<file path="config.mk">
export PLATFORM = sky130hd
export DESIGN_NAME = ldm_led_digit_mux_driver
export DESIGN_NICKNAME = d
export VERILOG_FILES = /design/src/verilog/ldm_pkg.sv /design/src/verilog/ldm_digit_store.sv /design/src/verilog/ldm_led_digit_mux_driver.sv
export SDC_FILE = /design/constraint.sdc
export NUM_CORES = 1
export LEC_CHECK = 0
export BUFFER_PORTS_ARGS = -buffer_cell sky130_fd_sc_hd__buf_2
export CAP_MARGIN = 20
export CELL_PAD_IN_SITES_DETAIL_PLACEMENT = 1
export CELL_PAD_IN_SITES_GLOBAL_PLACEMENT = 2
export CORE_ASPECT_RATIO = 0.5
export CORE_UTILIZATION = 35
export CTS_CLUSTER_DIAMETER = 150
export DETAILED_ROUTE_END_ITERATION = 6
export MAX_ROUTING_LAYER = met4
export PLACE_DENSITY_LB_ADDON = 0.1
export SYNTH_ARGS = -nofsm -noshare
export SYNTH_HDL_FRONTEND = slang
export SYNTH_HIERARCHICAL = 1
export SYNTH_SLANG_ARGS = --single-unit
</file>
<file path="constraint.sdc">
create_clock -name sys_clk_in -period 2.28 [get_ports sys_clk_in]
set_clock_uncertainty 0.15 [all_clocks]
set_input_delay 0.456 -clock sys_clk_in [delete_from_list [all_inputs] [get_ports sys_clk_in]]
set_output_delay 0.456 -clock sys_clk_in [all_outputs]
set_load 0.05 [all_outputs]
</file>
<file path="src/verilog/ldm_pkg.sv">
// Package of constants and types for the LED digit multiplex driver
`default_nettype none
package ldm_pkg;
	// ==================================================================
	// Timing
	localparam int unsigned LDM_CLK_PERIOD_NS = 40;        // System clock period
	localparam int unsigned LDM_SLOT_TIME_NS  = 2_000_000; // Lit slot of one digit
	localparam int unsigned LDM_LEVELS        = 8;         // Brightness steps per slot
	localparam int unsigned LDM_STEP_CYCLES   =
		LDM_SLOT_TIME_NS / LDM_LEVELS / LDM_CLK_PERIOD_NS;  // Longest time, round down

	// ==================================================================
	// Serial link
	localparam logic [6:0] LDM_DEV_ADDR   = 7'h38; // Default device address
	localparam logic [3:0] LDM_BYTE_BITS  = 4'h8;  // Bits per byte on the link
	localparam logic [2:0] LDM_PTR_CTRL   = 3'h0;  // Sub-address of the control byte
	localparam logic [2:0] LDM_PTR_LAST   = 3'h4;  // Sub-address of the last digit

	// ==================================================================
	// Control byte layout and reset values
	localparam int unsigned LDM_CTRL_STATIC_BIT = 0; // 1 = static mode
	localparam int unsigned LDM_CTRL_LEVEL_LSB  = 4; // Brightness field [6:4]
	localparam logic [2:0]  LDM_LEVEL_RST       = 3'h7;
	localparam logic [7:0]  LDM_PATTERN_RST     = 8'h00;
	localparam logic [7:0]  LDM_SEG_DARK        = 8'hFF; // Common anode: high = dark

	// ==================================================================
	// Types
	typedef struct packed {
		logic       static_mode;
		logic [2:0] level;
	} ldm_ctrl_t;

	typedef enum logic [3:0] {
		ST_SHOW = 4'h1,
		ST_GAP  = 4'h2,
		ST_LOAD = 4'h4,
		ST_IDLE = 4'h8
	} ldm_scan_st_t;

	typedef enum logic [2:0] {
		LK_IDLE = 3'h1,
		LK_RECV = 3'h2,
		LK_ACK  = 3'h4
	} ldm_link_st_t;
endpackage
`default_nettype wire

</file>
<file path="src/verilog/ldm_digit_store.sv">
// Digit pattern store with one write port and two registered read ports
`timescale 1ns/10ps
`default_nettype none
module ldm_digit_store
	import ldm_pkg::*;
#(
	parameter int unsigned WIDTH = 8,
	parameter int unsigned DEPTH = 4,
	parameter int unsigned AW    = 2
) (
	input  wire logic             sys_clk_in,
	input  wire logic             rst_b_in,
	input  wire logic             wr_en_in,
	input  wire logic [AW-1:0]    wr_addr_in,
	input  wire logic [WIDTH-1:0] wr_data_in,
	input  wire logic [AW-1:0]    rd_addr_a_in,
	input  wire logic [AW-1:0]    rd_addr_b_in,
	output logic      [WIDTH-1:0] rd_data_a_out,
	output logic      [WIDTH-1:0] rd_data_b_out
);
	logic [WIDTH-1:0] mem_ff [DEPTH];

	// ==================================================================
	// Storage, one entry per digit
	genvar g;
	generate
		for (g = 0; g < DEPTH; g++) begin : g_entry
			always_ff @(posedge sys_clk_in or negedge rst_b_in) begin
				if (!rst_b_in) begin
					mem_ff[g] <= WIDTH'(LDM_PATTERN_RST);
				end else if (wr_en_in && (wr_addr_in == AW'(g))) begin
					mem_ff[g] <= wr_data_in;
				end
			end
		end
	endgenerate

	// Registered read data
	always_ff @(posedge sys_clk_in or negedge rst_b_in) begin
		if (!rst_b_in) begin
			rd_data_a_out <= '0;
			rd_data_b_out <= '0;
		end else begin
			rd_data_a_out <= mem_ff[rd_addr_a_in];
			rd_data_b_out <= mem_ff[rd_addr_b_in];
		end
	end
endmodule // ldm_digit_store
`default_nettype wire

</file>
<file path="src/verilog/ldm_led_digit_mux_driver.sv">
// LED digit multiplex driver: two-wire link slave, pattern store and scan sequencer
// Contract
// - In multiplexed mode brightness has eight levels chosen by the master over the link.
// - Each digit has eight segment lines, seven bars and one decimal point.
// - In multiplexed mode the low bank feeds digits one and two, only one enabled at a time.
// - A digit change turns the lit digit off, then loads the next pattern, then enables it.
// - In multiplexed mode each digit has half of each cycle as its slot, fast enough not to flicker.
// - In static mode digit one runs from the low bank and digit three from the high bank, lit.
// - The master only writes symbol patterns and the control byte; the driver makes all segment and enable signals.
`timescale 1ns/10ps
`default_nettype none
module ldm_led_digit_mux_driver
	import ldm_pkg::*;
#(
	parameter logic [6:0]  DEV_ADDR    = LDM_DEV_ADDR,
	parameter int unsigned STEP_CYCLES = LDM_STEP_CYCLES
) (
	input  wire logic       sys_clk_in,
	input  wire logic       rst_b_in,
	input  wire logic       scl_in,
	input  wire logic       sda_in,
	output logic            sda_out,
	output logic            sda_oe_out,
	output logic [7:0]      segment_bank_low_out,
	output logic [7:0]      segment_bank_high_out,
	output logic            digit_switch_first_out,
	output logic            digit_switch_second_out
);
	// ==================================================================
	// Pin synchronisers, two flops each
	logic [1:0] scl_sync_ff;
	logic [1:0] sda_sync_ff;
	logic       scl_prev_ff;
	logic       sda_prev_ff;

	always_ff @(posedge sys_clk_in or negedge rst_b_in) begin
		if (!rst_b_in) begin
			scl_sync_ff <= 2'h3;
			sda_sync_ff <= 2'h3;
			scl_prev_ff <= 1'b1;
			sda_prev_ff <= 1'b1;
		end else begin
			scl_sync_ff <= {scl_sync_ff[0], scl_in};
			sda_sync_ff <= {sda_sync_ff[0], sda_in};
			scl_prev_ff <= scl_sync_ff[1];
			sda_prev_ff <= sda_sync_ff[1];
		end
	end

	logic scl_rise;
	logic scl_fall;
	logic start_cond;
	logic stop_cond;
	assign scl_rise   = scl_sync_ff[1] && !scl_prev_ff;
	assign scl_fall   = !scl_sync_ff[1] && scl_prev_ff;
	assign start_cond = scl_sync_ff[1] && scl_prev_ff && !sda_sync_ff[1] && sda_prev_ff;
	assign stop_cond  = scl_sync_ff[1] && scl_prev_ff && sda_sync_ff[1] && !sda_prev_ff;

	// ==================================================================
	// Link slave: address, sub-address pointer, then data bytes
	ldm_link_st_t link_st_ff;
	logic [7:0]   shift_ff;
	logic [3:0]   bit_cnt_ff;
	logic         addr_phase_ff;
	logic         ptr_phase_ff;
	logic [2:0]   ptr_ff;
	ldm_ctrl_t    ctrl_ff;
	logic         wr_en_ff;
	logic [1:0]   wr_addr_ff;
	logic [7:0]   wr_data_ff;

	always_ff @(posedge sys_clk_in or negedge rst_b_in) begin
		if (!rst_b_in) begin
			link_st_ff    <= LK_IDLE;
			shift_ff      <= 8'h00;
			bit_cnt_ff    <= 4'h0;
			addr_phase_ff <= 1'b0;
			ptr_phase_ff  <= 1'b0;
			ptr_ff        <= 3'h0;
			ctrl_ff       <= '{static_mode: 1'b0, level: LDM_LEVEL_RST};
			sda_oe_out    <= 1'b0;
			wr_en_ff      <= 1'b0;
			wr_addr_ff    <= 2'h0;
			wr_data_ff    <= 8'h00;
		end else begin
			wr_en_ff <= 1'b0;
			if (start_cond) begin
				link_st_ff    <= LK_RECV;
				bit_cnt_ff    <= 4'h0;
				addr_phase_ff <= 1'b1;
				sda_oe_out    <= 1'b0;
			end else if (stop_cond) begin
				link_st_ff <= LK_IDLE;
				sda_oe_out <= 1'b0;
			end else begin
				case (link_st_ff)
					LK_RECV: begin
						if (scl_rise && (bit_cnt_ff != LDM_BYTE_BITS)) begin
							shift_ff   <= {shift_ff[6:0], sda_sync_ff[1]};
							bit_cnt_ff <= bit_cnt_ff + 4'h1;
						end else if (scl_fall && (bit_cnt_ff == LDM_BYTE_BITS)) begin
							bit_cnt_ff <= 4'h0;
							if (addr_phase_ff) begin
								// Only writes to our address are taken
								addr_phase_ff <= 1'b0;
								ptr_phase_ff  <= 1'b1;
								if ((shift_ff[7:1] == DEV_ADDR) && !shift_ff[0]) begin
									link_st_ff <= LK_ACK;
									sda_oe_out <= 1'b1;
								end else begin
									link_st_ff <= LK_IDLE;
								end
							end else begin
								link_st_ff <= LK_ACK;
								sda_oe_out <= 1'b1;
								if (ptr_phase_ff) begin
									ptr_phase_ff <= 1'b0;
									ptr_ff       <= shift_ff[2:0];
								end else begin
									ptr_ff <= (ptr_ff >= LDM_PTR_LAST) ? LDM_PTR_CTRL
									                                   : ptr_ff + 3'h1;
									if (ptr_ff == LDM_PTR_CTRL) begin
										ctrl_ff.static_mode <= shift_ff[LDM_CTRL_STATIC_BIT];
										ctrl_ff.level <= shift_ff[LDM_CTRL_LEVEL_LSB +: 3];
									end else if (ptr_ff <= LDM_PTR_LAST) begin
										wr_en_ff   <= 1'b1; // Symbol pattern only
										wr_addr_ff <= 2'(ptr_ff - 3'h1);
										wr_data_ff <= shift_ff;
									end
								end
							end
						end
					end
					LK_ACK: begin
						// Release the data line after the acknowledge clock
						if (scl_fall) begin
							sda_oe_out <= 1'b0;
							link_st_ff <= LK_RECV;
						end
					end
					default: begin
						link_st_ff <= LK_IDLE;
					end
				endcase
			end
		end
	end

	// Open-drain data line only ever pulls low
	always_ff @(posedge sys_clk_in or negedge rst_b_in) begin
		if (!rst_b_in) begin
			sda_out <= 1'b0;
		end else begin
			sda_out <= 1'b0;
		end
	end

	// ==================================================================
	// Step divider: one-cycle enable, eight steps per digit slot
	localparam int unsigned DW = $clog2(STEP_CYCLES + 1);
	logic [DW-1:0] div_ff;
	logic          step_tick;
	logic [2:0]    step_ff;
	assign step_tick = (div_ff == DW'(STEP_CYCLES - 1));

	always_ff @(posedge sys_clk_in or negedge rst_b_in) begin
		if (!rst_b_in) begin
			div_ff <= '0;
		end else begin
			div_ff <= step_tick ? '0 : div_ff + DW'(1);
		end
	end

	// ==================================================================
	// Scan sequencer: show, blank, load, show the other digit
	ldm_scan_st_t scan_st_ff;
	logic         sel_ff;
	logic         slot_end;
	assign slot_end = step_tick && (step_ff == 3'h7);

	always_ff @(posedge sys_clk_in or negedge rst_b_in) begin
		if (!rst_b_in) begin
			scan_st_ff <= ST_IDLE;
			sel_ff     <= 1'b1;
			step_ff    <= 3'h0;
		end else begin
			case (scan_st_ff)
				ST_SHOW: begin
					if (step_tick) begin
						step_ff <= step_ff + 3'h1;
					end
					// Equal slots give each digit half the cycle
					if (slot_end) begin
						scan_st_ff <= ST_GAP;
						sel_ff     <= !sel_ff;
					end
				end
				ST_GAP: begin
					scan_st_ff <= ST_LOAD; // Switches go off here
				end
				ST_LOAD: begin
					scan_st_ff <= ST_SHOW; // Pattern lands before enable
					step_ff    <= 3'h0;
				end
				default: begin
					scan_st_ff <= ST_GAP;
					sel_ff     <= 1'b0;
				end
			endcase
		end
	end

	// ==================================================================
	// Pattern store: low bank holds digits one, two; high bank three, four
	logic       rd_sel;
	logic [7:0] pat_low;
	logic [7:0] pat_high;
	assign rd_sel = ctrl_ff.static_mode ? 1'b0 : sel_ff;

	ldm_digit_store #(
		.WIDTH (8),
		.DEPTH (4),
		.AW    (2)
	) u_store (
		.sys_clk_in    (sys_clk_in),
		.rst_b_in      (rst_b_in),
		.wr_en_in      (wr_en_ff),
		.wr_addr_in    (wr_addr_ff),
		.wr_data_in    (wr_data_ff),
		.rd_addr_a_in  ({1'b0, rd_sel}),
		.rd_addr_b_in  ({1'b1, rd_sel}),
		.rd_data_a_out (pat_low),
		.rd_data_b_out (pat_high)
	);

	// ==================================================================
	// Segment lines, active low for common-anode digits
	always_ff @(posedge sys_clk_in or negedge rst_b_in) begin
		if (!rst_b_in) begin
			segment_bank_low_out  <= LDM_SEG_DARK;
			segment_bank_high_out <= LDM_SEG_DARK;
		end else if (ctrl_ff.static_mode || (scan_st_ff == ST_LOAD)) begin
			segment_bank_low_out  <= ~pat_low;  // Seven bars and point
			segment_bank_high_out <= ~pat_high; // Digit three in static mode
		end
	end

	// Digit supply switches: one of the pair lit, brightness by step count in multiplexed mode
	logic lit_now;
	assign lit_now = (scan_st_ff == ST_SHOW) && (step_ff <= ctrl_ff.level);

	always_ff @(posedge sys_clk_in or negedge rst_b_in) begin
		if (!rst_b_in) begin
			digit_switch_first_out  <= 1'b0;
			digit_switch_second_out <= 1'b0;
		end else if (ctrl_ff.static_mode) begin
			digit_switch_first_out  <= 1'b1; // Constantly lit, no switching
			digit_switch_second_out <= 1'b0;
		end else begin
			digit_switch_first_out  <= lit_now && !sel_ff; // Never both on
			digit_switch_second_out <= lit_now && sel_ff;
		end
	end
endmodule // ldm_led_digit_mux_driver
`default_nettype wire

</file>
==> results of run 1 <==
report_power, final:
group / leakage, nW / switching (mW) / internal, mW / total (mW)
Clock: 0.272 / 1.06 / 1.51 / 2.57
Sequential: 1.69 / 0.0836 / 2.54 / 2.63
Combinational: 1.08 / 0.703 / 0.193 / 0.896
Total: 3.04 / 1.84 / 4.25 / 6.09
flip-flops by register name (all words and copies together), names as in the netlist, 3 cells and up:
name	count
shift_ff	8
u_store/rd_data_b_out	8
segment_bank_low_out	8
u_store/rd_data_a_out	8
wr_data_ff	8
div_ff	13
ctrl_ff	4
link_st_ff	3
u_store/mem_ff	32
step_ff	3
scan_st_ff	4
segment_bank_high_out	8
bit_cnt_ff	4
ptr_ff	3
cells in the final DEF, fill, tap and decap left out, types with 4 or more instances in the layout:
master and n:
mux4_2 16, conb_1 4, nand3b_1 4, mux2_2 46, a21oi_1 23, ha_1 14
nand4_1 4, nor2_1 40, nand3_1 10, dfstp_2 28, buf_4 10, mux2_1 6
o21ai_0 12, inv_6 5, nand2_1 14, dfrtp_1 101, nor3_1 6, clkbuf_16 17
xnor2_1 7, inv_1 19, xor2_1 4, nand2b_1 5, buf_2 21
cell families after synthesis:
group                    count (synthesis)  share of synthesized area
flip-flops                             129                     0.5866
XOR/XNOR                                11                    0.01732
other                                    2                   0.001350
multiplexers                            71                     0.1754
adder cells (fa/ha/maj)                 14                    0.03149
AO/OA/AOI/OAI                           50                    0.05218
AND/OR/NAND/NOR                        110                     0.1100
buffers and inverters                   34                    0.02564
metrics by stage:
step / instances / cell area [µm²]
2_1_floorplan: 423 / 5570
3_3_place_gp: 644 / 5982
3_5_place_dp: 644 / 5982
4_1_cts: 679 / 6571
5_1_grt: 681 / 6591
6_report: 681 / 6591
routing by layer:
layer  vias to the layer above  track usage
met5                         -            -
met2                        34       0.2700
li1                       1575            -
met4                         0      0.04274
met3                        10      0.04372
met1                      1736       0.1907
synthesized netlist by cell type, drive strengths merged, types with 2 or more instances:
library cell | count | share of area
nor4b | 3 | 0.0047
dfstp | 28 | 0.13
xnor2 | 7 | 0.011
o31ai | 2 | 0.0027
nor2 | 40 | 0.027
a21oi | 23 | 0.021
and3 | 3 | 0.0034
o21ai | 12 | 0.011
nand3b | 6 | 0.0094
a21o | 2 | 0.0027
clkbuf | 3 | 0.0020
nor3b | 3 | 0.0061
buf | 12 | 0.011
a32oi | 2 | 0.0031
nand2 | 15 | 0.011
dfrtp | 101 | 0.45
or3b | 2 | 0.0031
mux4 | 16 | 0.065
nand4 | 4 | 0.0045
mux2 | 52 | 0.11
nand3 | 11 | 0.011
nor3 | 8 | 0.0081
conb | 2 | 0.0014
nand2b | 5 | 0.0056
a31oi | 2 | 0.0022
nor2b | 2 | 0.0022
mux2i | 3 | 0.0054
inv | 19 | 0.013
ha | 14 | 0.031
xor2 | 4 | 0.0063
a22oi | 2 | 0.0027
worst paths after layout:
kind | start | cells past startpoint | slack, ns | end
hold / removal | sda_sync_ff[0]$_DFF_PN1_ | 0 | 0.21 | sda_sync_ff[1]$_DFF_PN1_
min in group asynchronous | rst_b_in | 2 | 0.41 | u_store/rd_data_b_out[4]$_DFF_PN0_
max in group asynchronous | rst_b_in | 3 | 0.86 | ctrl_ff[0]$_DFFE_PN1P_
setup / recovery | link_st_ff[0]$_DFFE_PN1P_ | 5 | 0.15 | ctrl_ff[3]$_DFFE_PN0P_
hold reg to reg | sda_sync_ff[0]$_DFF_PN1_ | 0 | 0.21 | sda_sync_ff[1]$_DFF_PN1_
setup reg to reg | link_st_ff[0]$_DFFE_PN1P_ | 5 | 0.15 | ctrl_ff[3]$_DFFE_PN0P_
repair_timing:
item	CTS	global route
hold buffers	3	0
setup buffers	0	2
hold endpoints to repair	22	0
endpoints found under the setup margin	0	7
gates resized for setup	0	1
final cells by class:
type / count / area (µm²)
sequential: 129 / 3263
timing repair buffer: 37 / 270.3
clock buffer: 18 / 429.2
tap: 204 / 255.2
fill: 1601 / 8864
multi-input combinational: 260 / 2172
inverter: 19 / 71.32
clock inverter: 14 / 130.1
==> out/results.ini, run 1 <==
[sta]
hold_slack_ns = 0.2068
hold_viol = 0
slew_headroom = 0.5575
slew_violations = 0
rsz0062_at_grt = no
period_share = 0.9356
finalSetupViolCount = 0
period_needed_ns = 2.133
fmax_mhz = 468.8
fin_ws_ns = 0.1468
finalSetupTns_ns = 0
tightest_slew_ns = 0.6631

[setup_path]
crit_chain = or3b_1, nor4_4, buf_4, nand3b_1, mux2_2
crit_buf_inv = 1
required_ns = 2.42
cp-start-kind = flip-flop
cpLargestDelayFamily = simple AND/OR/NAND/NOR gates
max_stage_delay_ns = 0.52
crit_path_max_fanout = 7
critical_path.slowest_cell = or3b_1
worstPathArrival_ns = 2.27
critPathKind = flip-flop to flip-flop
cp-end-kind = flip-flop

[synth]
syn_area_per_cell_um2 = 13.21
syn_inst = 421
synthDistinctLibCells = 52
async_flop_share = 1.000
synth_edf_count = 0
synth_ff_type = dfrtp_1
seq_area_frac_synth = 0.5866
synth.cell_area_um2 = 5563
yosysWarnings = 6
synth-seq-cells = 129

[die]
design.portCount = 24
die_h_um = 91.15
core_area_um2 = 15450
rows = 32
die-width_um = 180.3
die-area_um2 = 16430
start_util = 0.3599

[cells_and_area]
final_util = 0.4265
drive_gt1_frac = 0.3501
nNetsFinal = 482
n_antenna_cell = 0
area_growth_pct = 18.49

[routing]
drt_first_pass_iters = 4
drt-initial-drc-count = 104
via_count = 3355
route.detailed.drc = 0
post_drt_via_cell_ratio = 4.927
wirelength_um = 11610
ant_nets = 0
route.met2.wl_um = 5813
top_layer = met4
wl_met1_um = 5389
wl_per_cell_um = 17.04
met3_length_um = 307

[grt]
grt_use_total = 0.1604
grt_antenna_before_repair = 0
grt_max_degree = 49
grt_pass1_wl_um = 19470
grt_pass1_vias = 3740
overflow = 0

[clocking]
cts_sinks = 129
worstSkewPairLatency_ns = 0.41
cts_buffers = 17
clkTransAtPathRegs_ns = 0.06
root_buffer = clkbuf_16
clock_path_buffers = 2
cts_tree = done
cts_htree_levels = 4

[power_and_ir_drop]
leakage_nw = 3.037
vdd_drop_max_mv = 0.4600
p_per_area_nw_per_um2 = 924.6
total_power_mw = 6.094

[placed_design]
port_buffers = 22
place.gp.congestion = 0.7630
dpl.hpwl_um = 8005
place_ws_ns = 0.1102

[worst_hold_path]
min-delay-path-class = flip-flop to flip-flop

[run]
max_cap_viol_count = 0

[status]
status = finished, final reports clean

Power figures use the tool's default switching activity.
==> inputs of run 2 (changes only) <==
clock period = 1.8 ns   (was 2.28 ns; I/O delays follow)
==> run 2 against run 1 <==
Effect of this change:
- the run now ends with negative setup slack left
- register-to-register slack worse by 0.42 ns
- sequential cell count stayed put
- largest cell class unchanged
- critical path depth stayed put
- total power is 33% higher
- combinational power is 35% higher
- non-clock buffer count is 52 higher
- fmax is 3.1% higher
==> out/results.ini, run 2 (synthesized netlist as in run 1, its figures left out) <==
[setup_path]
required_ns = 1.99  ; was 2.42 ns
r2r_slack_ns = -0.27  ; was 0.15 ns
cp-end-kind = flip-flop  ; unchanged
reg2reg_depth = 5  ; unchanged
worstPathArrival_ns = 2.26  ; was 2.27 ns
cp-start-kind = flip-flop  ; unchanged
r2r-start = div_ff[9]$_DFF_PN0_  ; was link_st_ff[0]$_DFFE_PN1P_
crit_chain = or4_4, nor3_4, a21o_1, or3b_4, a32o_1  ; was or3b_1, nor4_4, buf_4, nand3b_1, mux2_2
max_stage_delay_ns = 0.55  ; was 0.52 ns
r2r_end = sel_ff$_DFFE_PN1P_  ; was ctrl_ff[3]$_DFFE_PN0P_
crit_path_max_fanout = 2  ; was 7
critical_path.slowest_cell = or4_4  ; was or3b_1
critPathKind = flip-flop to flip-flop  ; unchanged

[clocking]
cts_tree = done  ; unchanged
clkTransAtPathRegs_ns = 0.06  ; about the same
root_buffer = clkbuf_16  ; unchanged
cts_buffers = 17  ; unchanged
clock_path_buffers = 2  ; unchanged
cts_sinks = 129  ; unchanged
worstSkewPairLatency_ns = 0.42  ; was 0.41 ns
cts_htree_levels = 4  ; unchanged

[cells_and_area]
largest_reg_flops = 32  ; unchanged
final_cell_mix = dfrtp_1, buf_4, mux2_2, nor2_1, dfstp_2  ; was dfrtp_1, mux2_2, nor2_1, dfstp_2, a21oi_1
drive_gt1_frac = 0.4811  ; was 0.3501
regMostFlops = u_store/mem_ff  ; unchanged
layout.cells.non_filler = 734  ; was 681
design_area_um2 = 7351  ; was 6591 µm²
nNetsFinal = 535  ; was 482
reg_top3 = u_store/mem_ff (32), div_ff (13)  ; unchanged
layout_commonest_cell = dfrtp_1  ; unchanged
n_antenna_cell = 0  ; unchanged
area_growth_pct = 32.14  ; was 18.49%

[die]
core_area_um2 = 15450  ; unchanged
die_h_um = 91.15  ; unchanged
die-width_um = 180.3  ; unchanged
start_util = 0.3599  ; unchanged
design.portCount = 24  ; unchanged
rows = 32  ; unchanged
die-area_um2 = 16430  ; unchanged

[sta]
fmax_mhz = 483.1  ; was 468.8 MHz
fin_ws_ns = -0.2700  ; was 0.1468 ns
period_share = 1.150  ; was 0.9356
finalSetupTns_ns = -3.387  ; was 0 ns
period_needed_ns = 2.070  ; was 2.133 ns
finalSetupViolCount = 32  ; was 0
rsz0062_at_grt = yes  ; was no
hold_slack_ns = 0.2056  ; was 0.2068 ns
slew_violations = 0  ; unchanged
hold_viol = 0  ; unchanged

[routing]
post_drt_via_cell_ratio = 4.929  ; was 4.927
wl_per_cell_um = 17.11  ; was 17.04 µm
wirelength_um = 12560  ; was 11610 µm
ant_nets = 0  ; unchanged
drt_first_pass_iters = 6  ; was 4
drt-initial-drc-count = 101  ; was 104
via_count = 3618  ; was 3355
route.detailed.drc = 0  ; unchanged

[placed_design]
dpl.hpwl_um = 8349  ; was 8005 µm
placed_area_um2 = 6312  ; was 5982 µm²
place.gp.congestion = 0.7448  ; was 0.7630
place_ws_ns = -0.2407  ; was 0.1102 ns
port_buffers = 22  ; unchanged
place_inst = 681  ; was 644

[power_and_ir_drop]
vdd_drop_max_mv = 0.6274  ; was 0.4600 mV
leakage_nw = 3.410  ; was 3.037 nW
p_per_area_nw_per_um2 = 1102  ; was 924.6 nW/µm²

[run]
max_cap_viol_count = 0  ; unchanged

[worst_hold_path]
min_to = sda_sync_ff[1]$_DFF_PN1_  ; unchanged
hold_path_depth = 0  ; unchanged
min-delay-path-class = flip-flop to flip-flop  ; unchanged
min_from = sda_sync_ff[0]$_DFF_PN1_  ; unchanged

[grt]
grt_max_degree = 34  ; was 49
grt_use_total = 0.1717  ; was 0.1604
overflow = 0  ; unchanged
grt_pass1_vias = 4014  ; was 3740
grt_pass1_wl_um = 20980  ; was 19470 µm
grt_antenna_before_repair = 0  ; unchanged

[status]
violations = negative setup slack
status = complete, but fails checks  ; was finished, final reports clean

-- run 2: changes by cell type in the layout (fill, tap and decap cells not counted), sizes merged --
cell	change
clkinvlp	+1
buf	+52
nand2	+1
clkinv	-3
bufinv	+2
-- run 2: routing by layer --
| metal | track usage | routed length (µm) | share of wire | up-vias |
|---|---|---|---|---|
| li1 | - | - | - | 1692 |
| met1 | 0.2156 | 6048 | 0.48 | 1871 |
| met2 | 0.2720 | 6107 | 0.49 | 43 |
| met3 | 0.04011 | 271 | 0.022 | 12 |
| met4 | 0.06410 | 133 | 0.011 | 0 |
| met5 | - | 0 | 0 | - |
-- run 2: stage by stage --
stage / utilization / total power [mW]
global placement: 0.4084 / 4.544
floorplan: - / 4.238
finish: 0.4756 / 8.103
detailed placement: 0.4084 / 4.570
CTS: 0.4615 / 8.214
global route: 0.4756 / 8.449
-- run 2: worst max-delay path by stage --
stage,depth (start not counted),end,startpoint,slack (ns)
5_1_grt,5,sel_ff$_DFFE_PN1P_,div_ff[9]$_DFF_PN0_,-0.35
3_5_place_dp,5,sel_ff$_DFFE_PN1P_,div_ff[9]$_DFF_PN0_,-0.24
4_1_cts,5,sel_ff$_DFFE_PN1P_,div_ff[9]$_DFF_PN0_,-0.25
3_3_place_gp,5,sel_ff$_DFFE_PN1P_,div_ff[9]$_DFF_PN0_,-0.18
2_1_floorplan,7,wr_data_ff[1]$_DFFE_PN0P_,bit_cnt_ff[0]$_DFFE_PN0P_,-0.30
6_report,5,sel_ff$_DFFE_PN1P_,div_ff[9]$_DFF_PN0_,-0.27
-- run 2: power by group --
| group | switching [mW] | total, mW | leakage (nW) | internal, mW |
|---|---|---|---|---|
| Clock | 1.36 | 3.57 | 0.290 | 2.21 |
| Sequential | 0.109 | 3.33 | 1.69 | 3.22 |
| Combinational | 0.917 | 1.21 | 1.43 | 0.290 |
| Total | 2.39 | 8.10 | 3.41 | 5.72 |
-- run 2: area by class of cell --
class	count	area (µm²)
Inverter	19	71.32
Timing Repair Buffer	89	759.5
Multi-Input combinational cell	261	2391
Clock buffer	18	429.2
Clock inverter	14	181.4
Sequential cell	129	3263
Fill cell	1575	8104
Tap cell	204	255.2
-- run 2: critical path: cells and delay by family, from the launching register on --
family,cells,cell delay (ns)
flops,1,0.38
compound gates,2,0.38
simple gates,3,1.09
-- run 2: timing repair --
action                                  in CTS  in global routing
pin swaps                                    5                 14
gates resized for setup                     28                 38
hold buffers                                 3                  0
hold endpoints to repair                    15                  0
gates cloned                                 2                  0
buffers inserted                             8                  9
endpoints found under the setup margin      31                 45
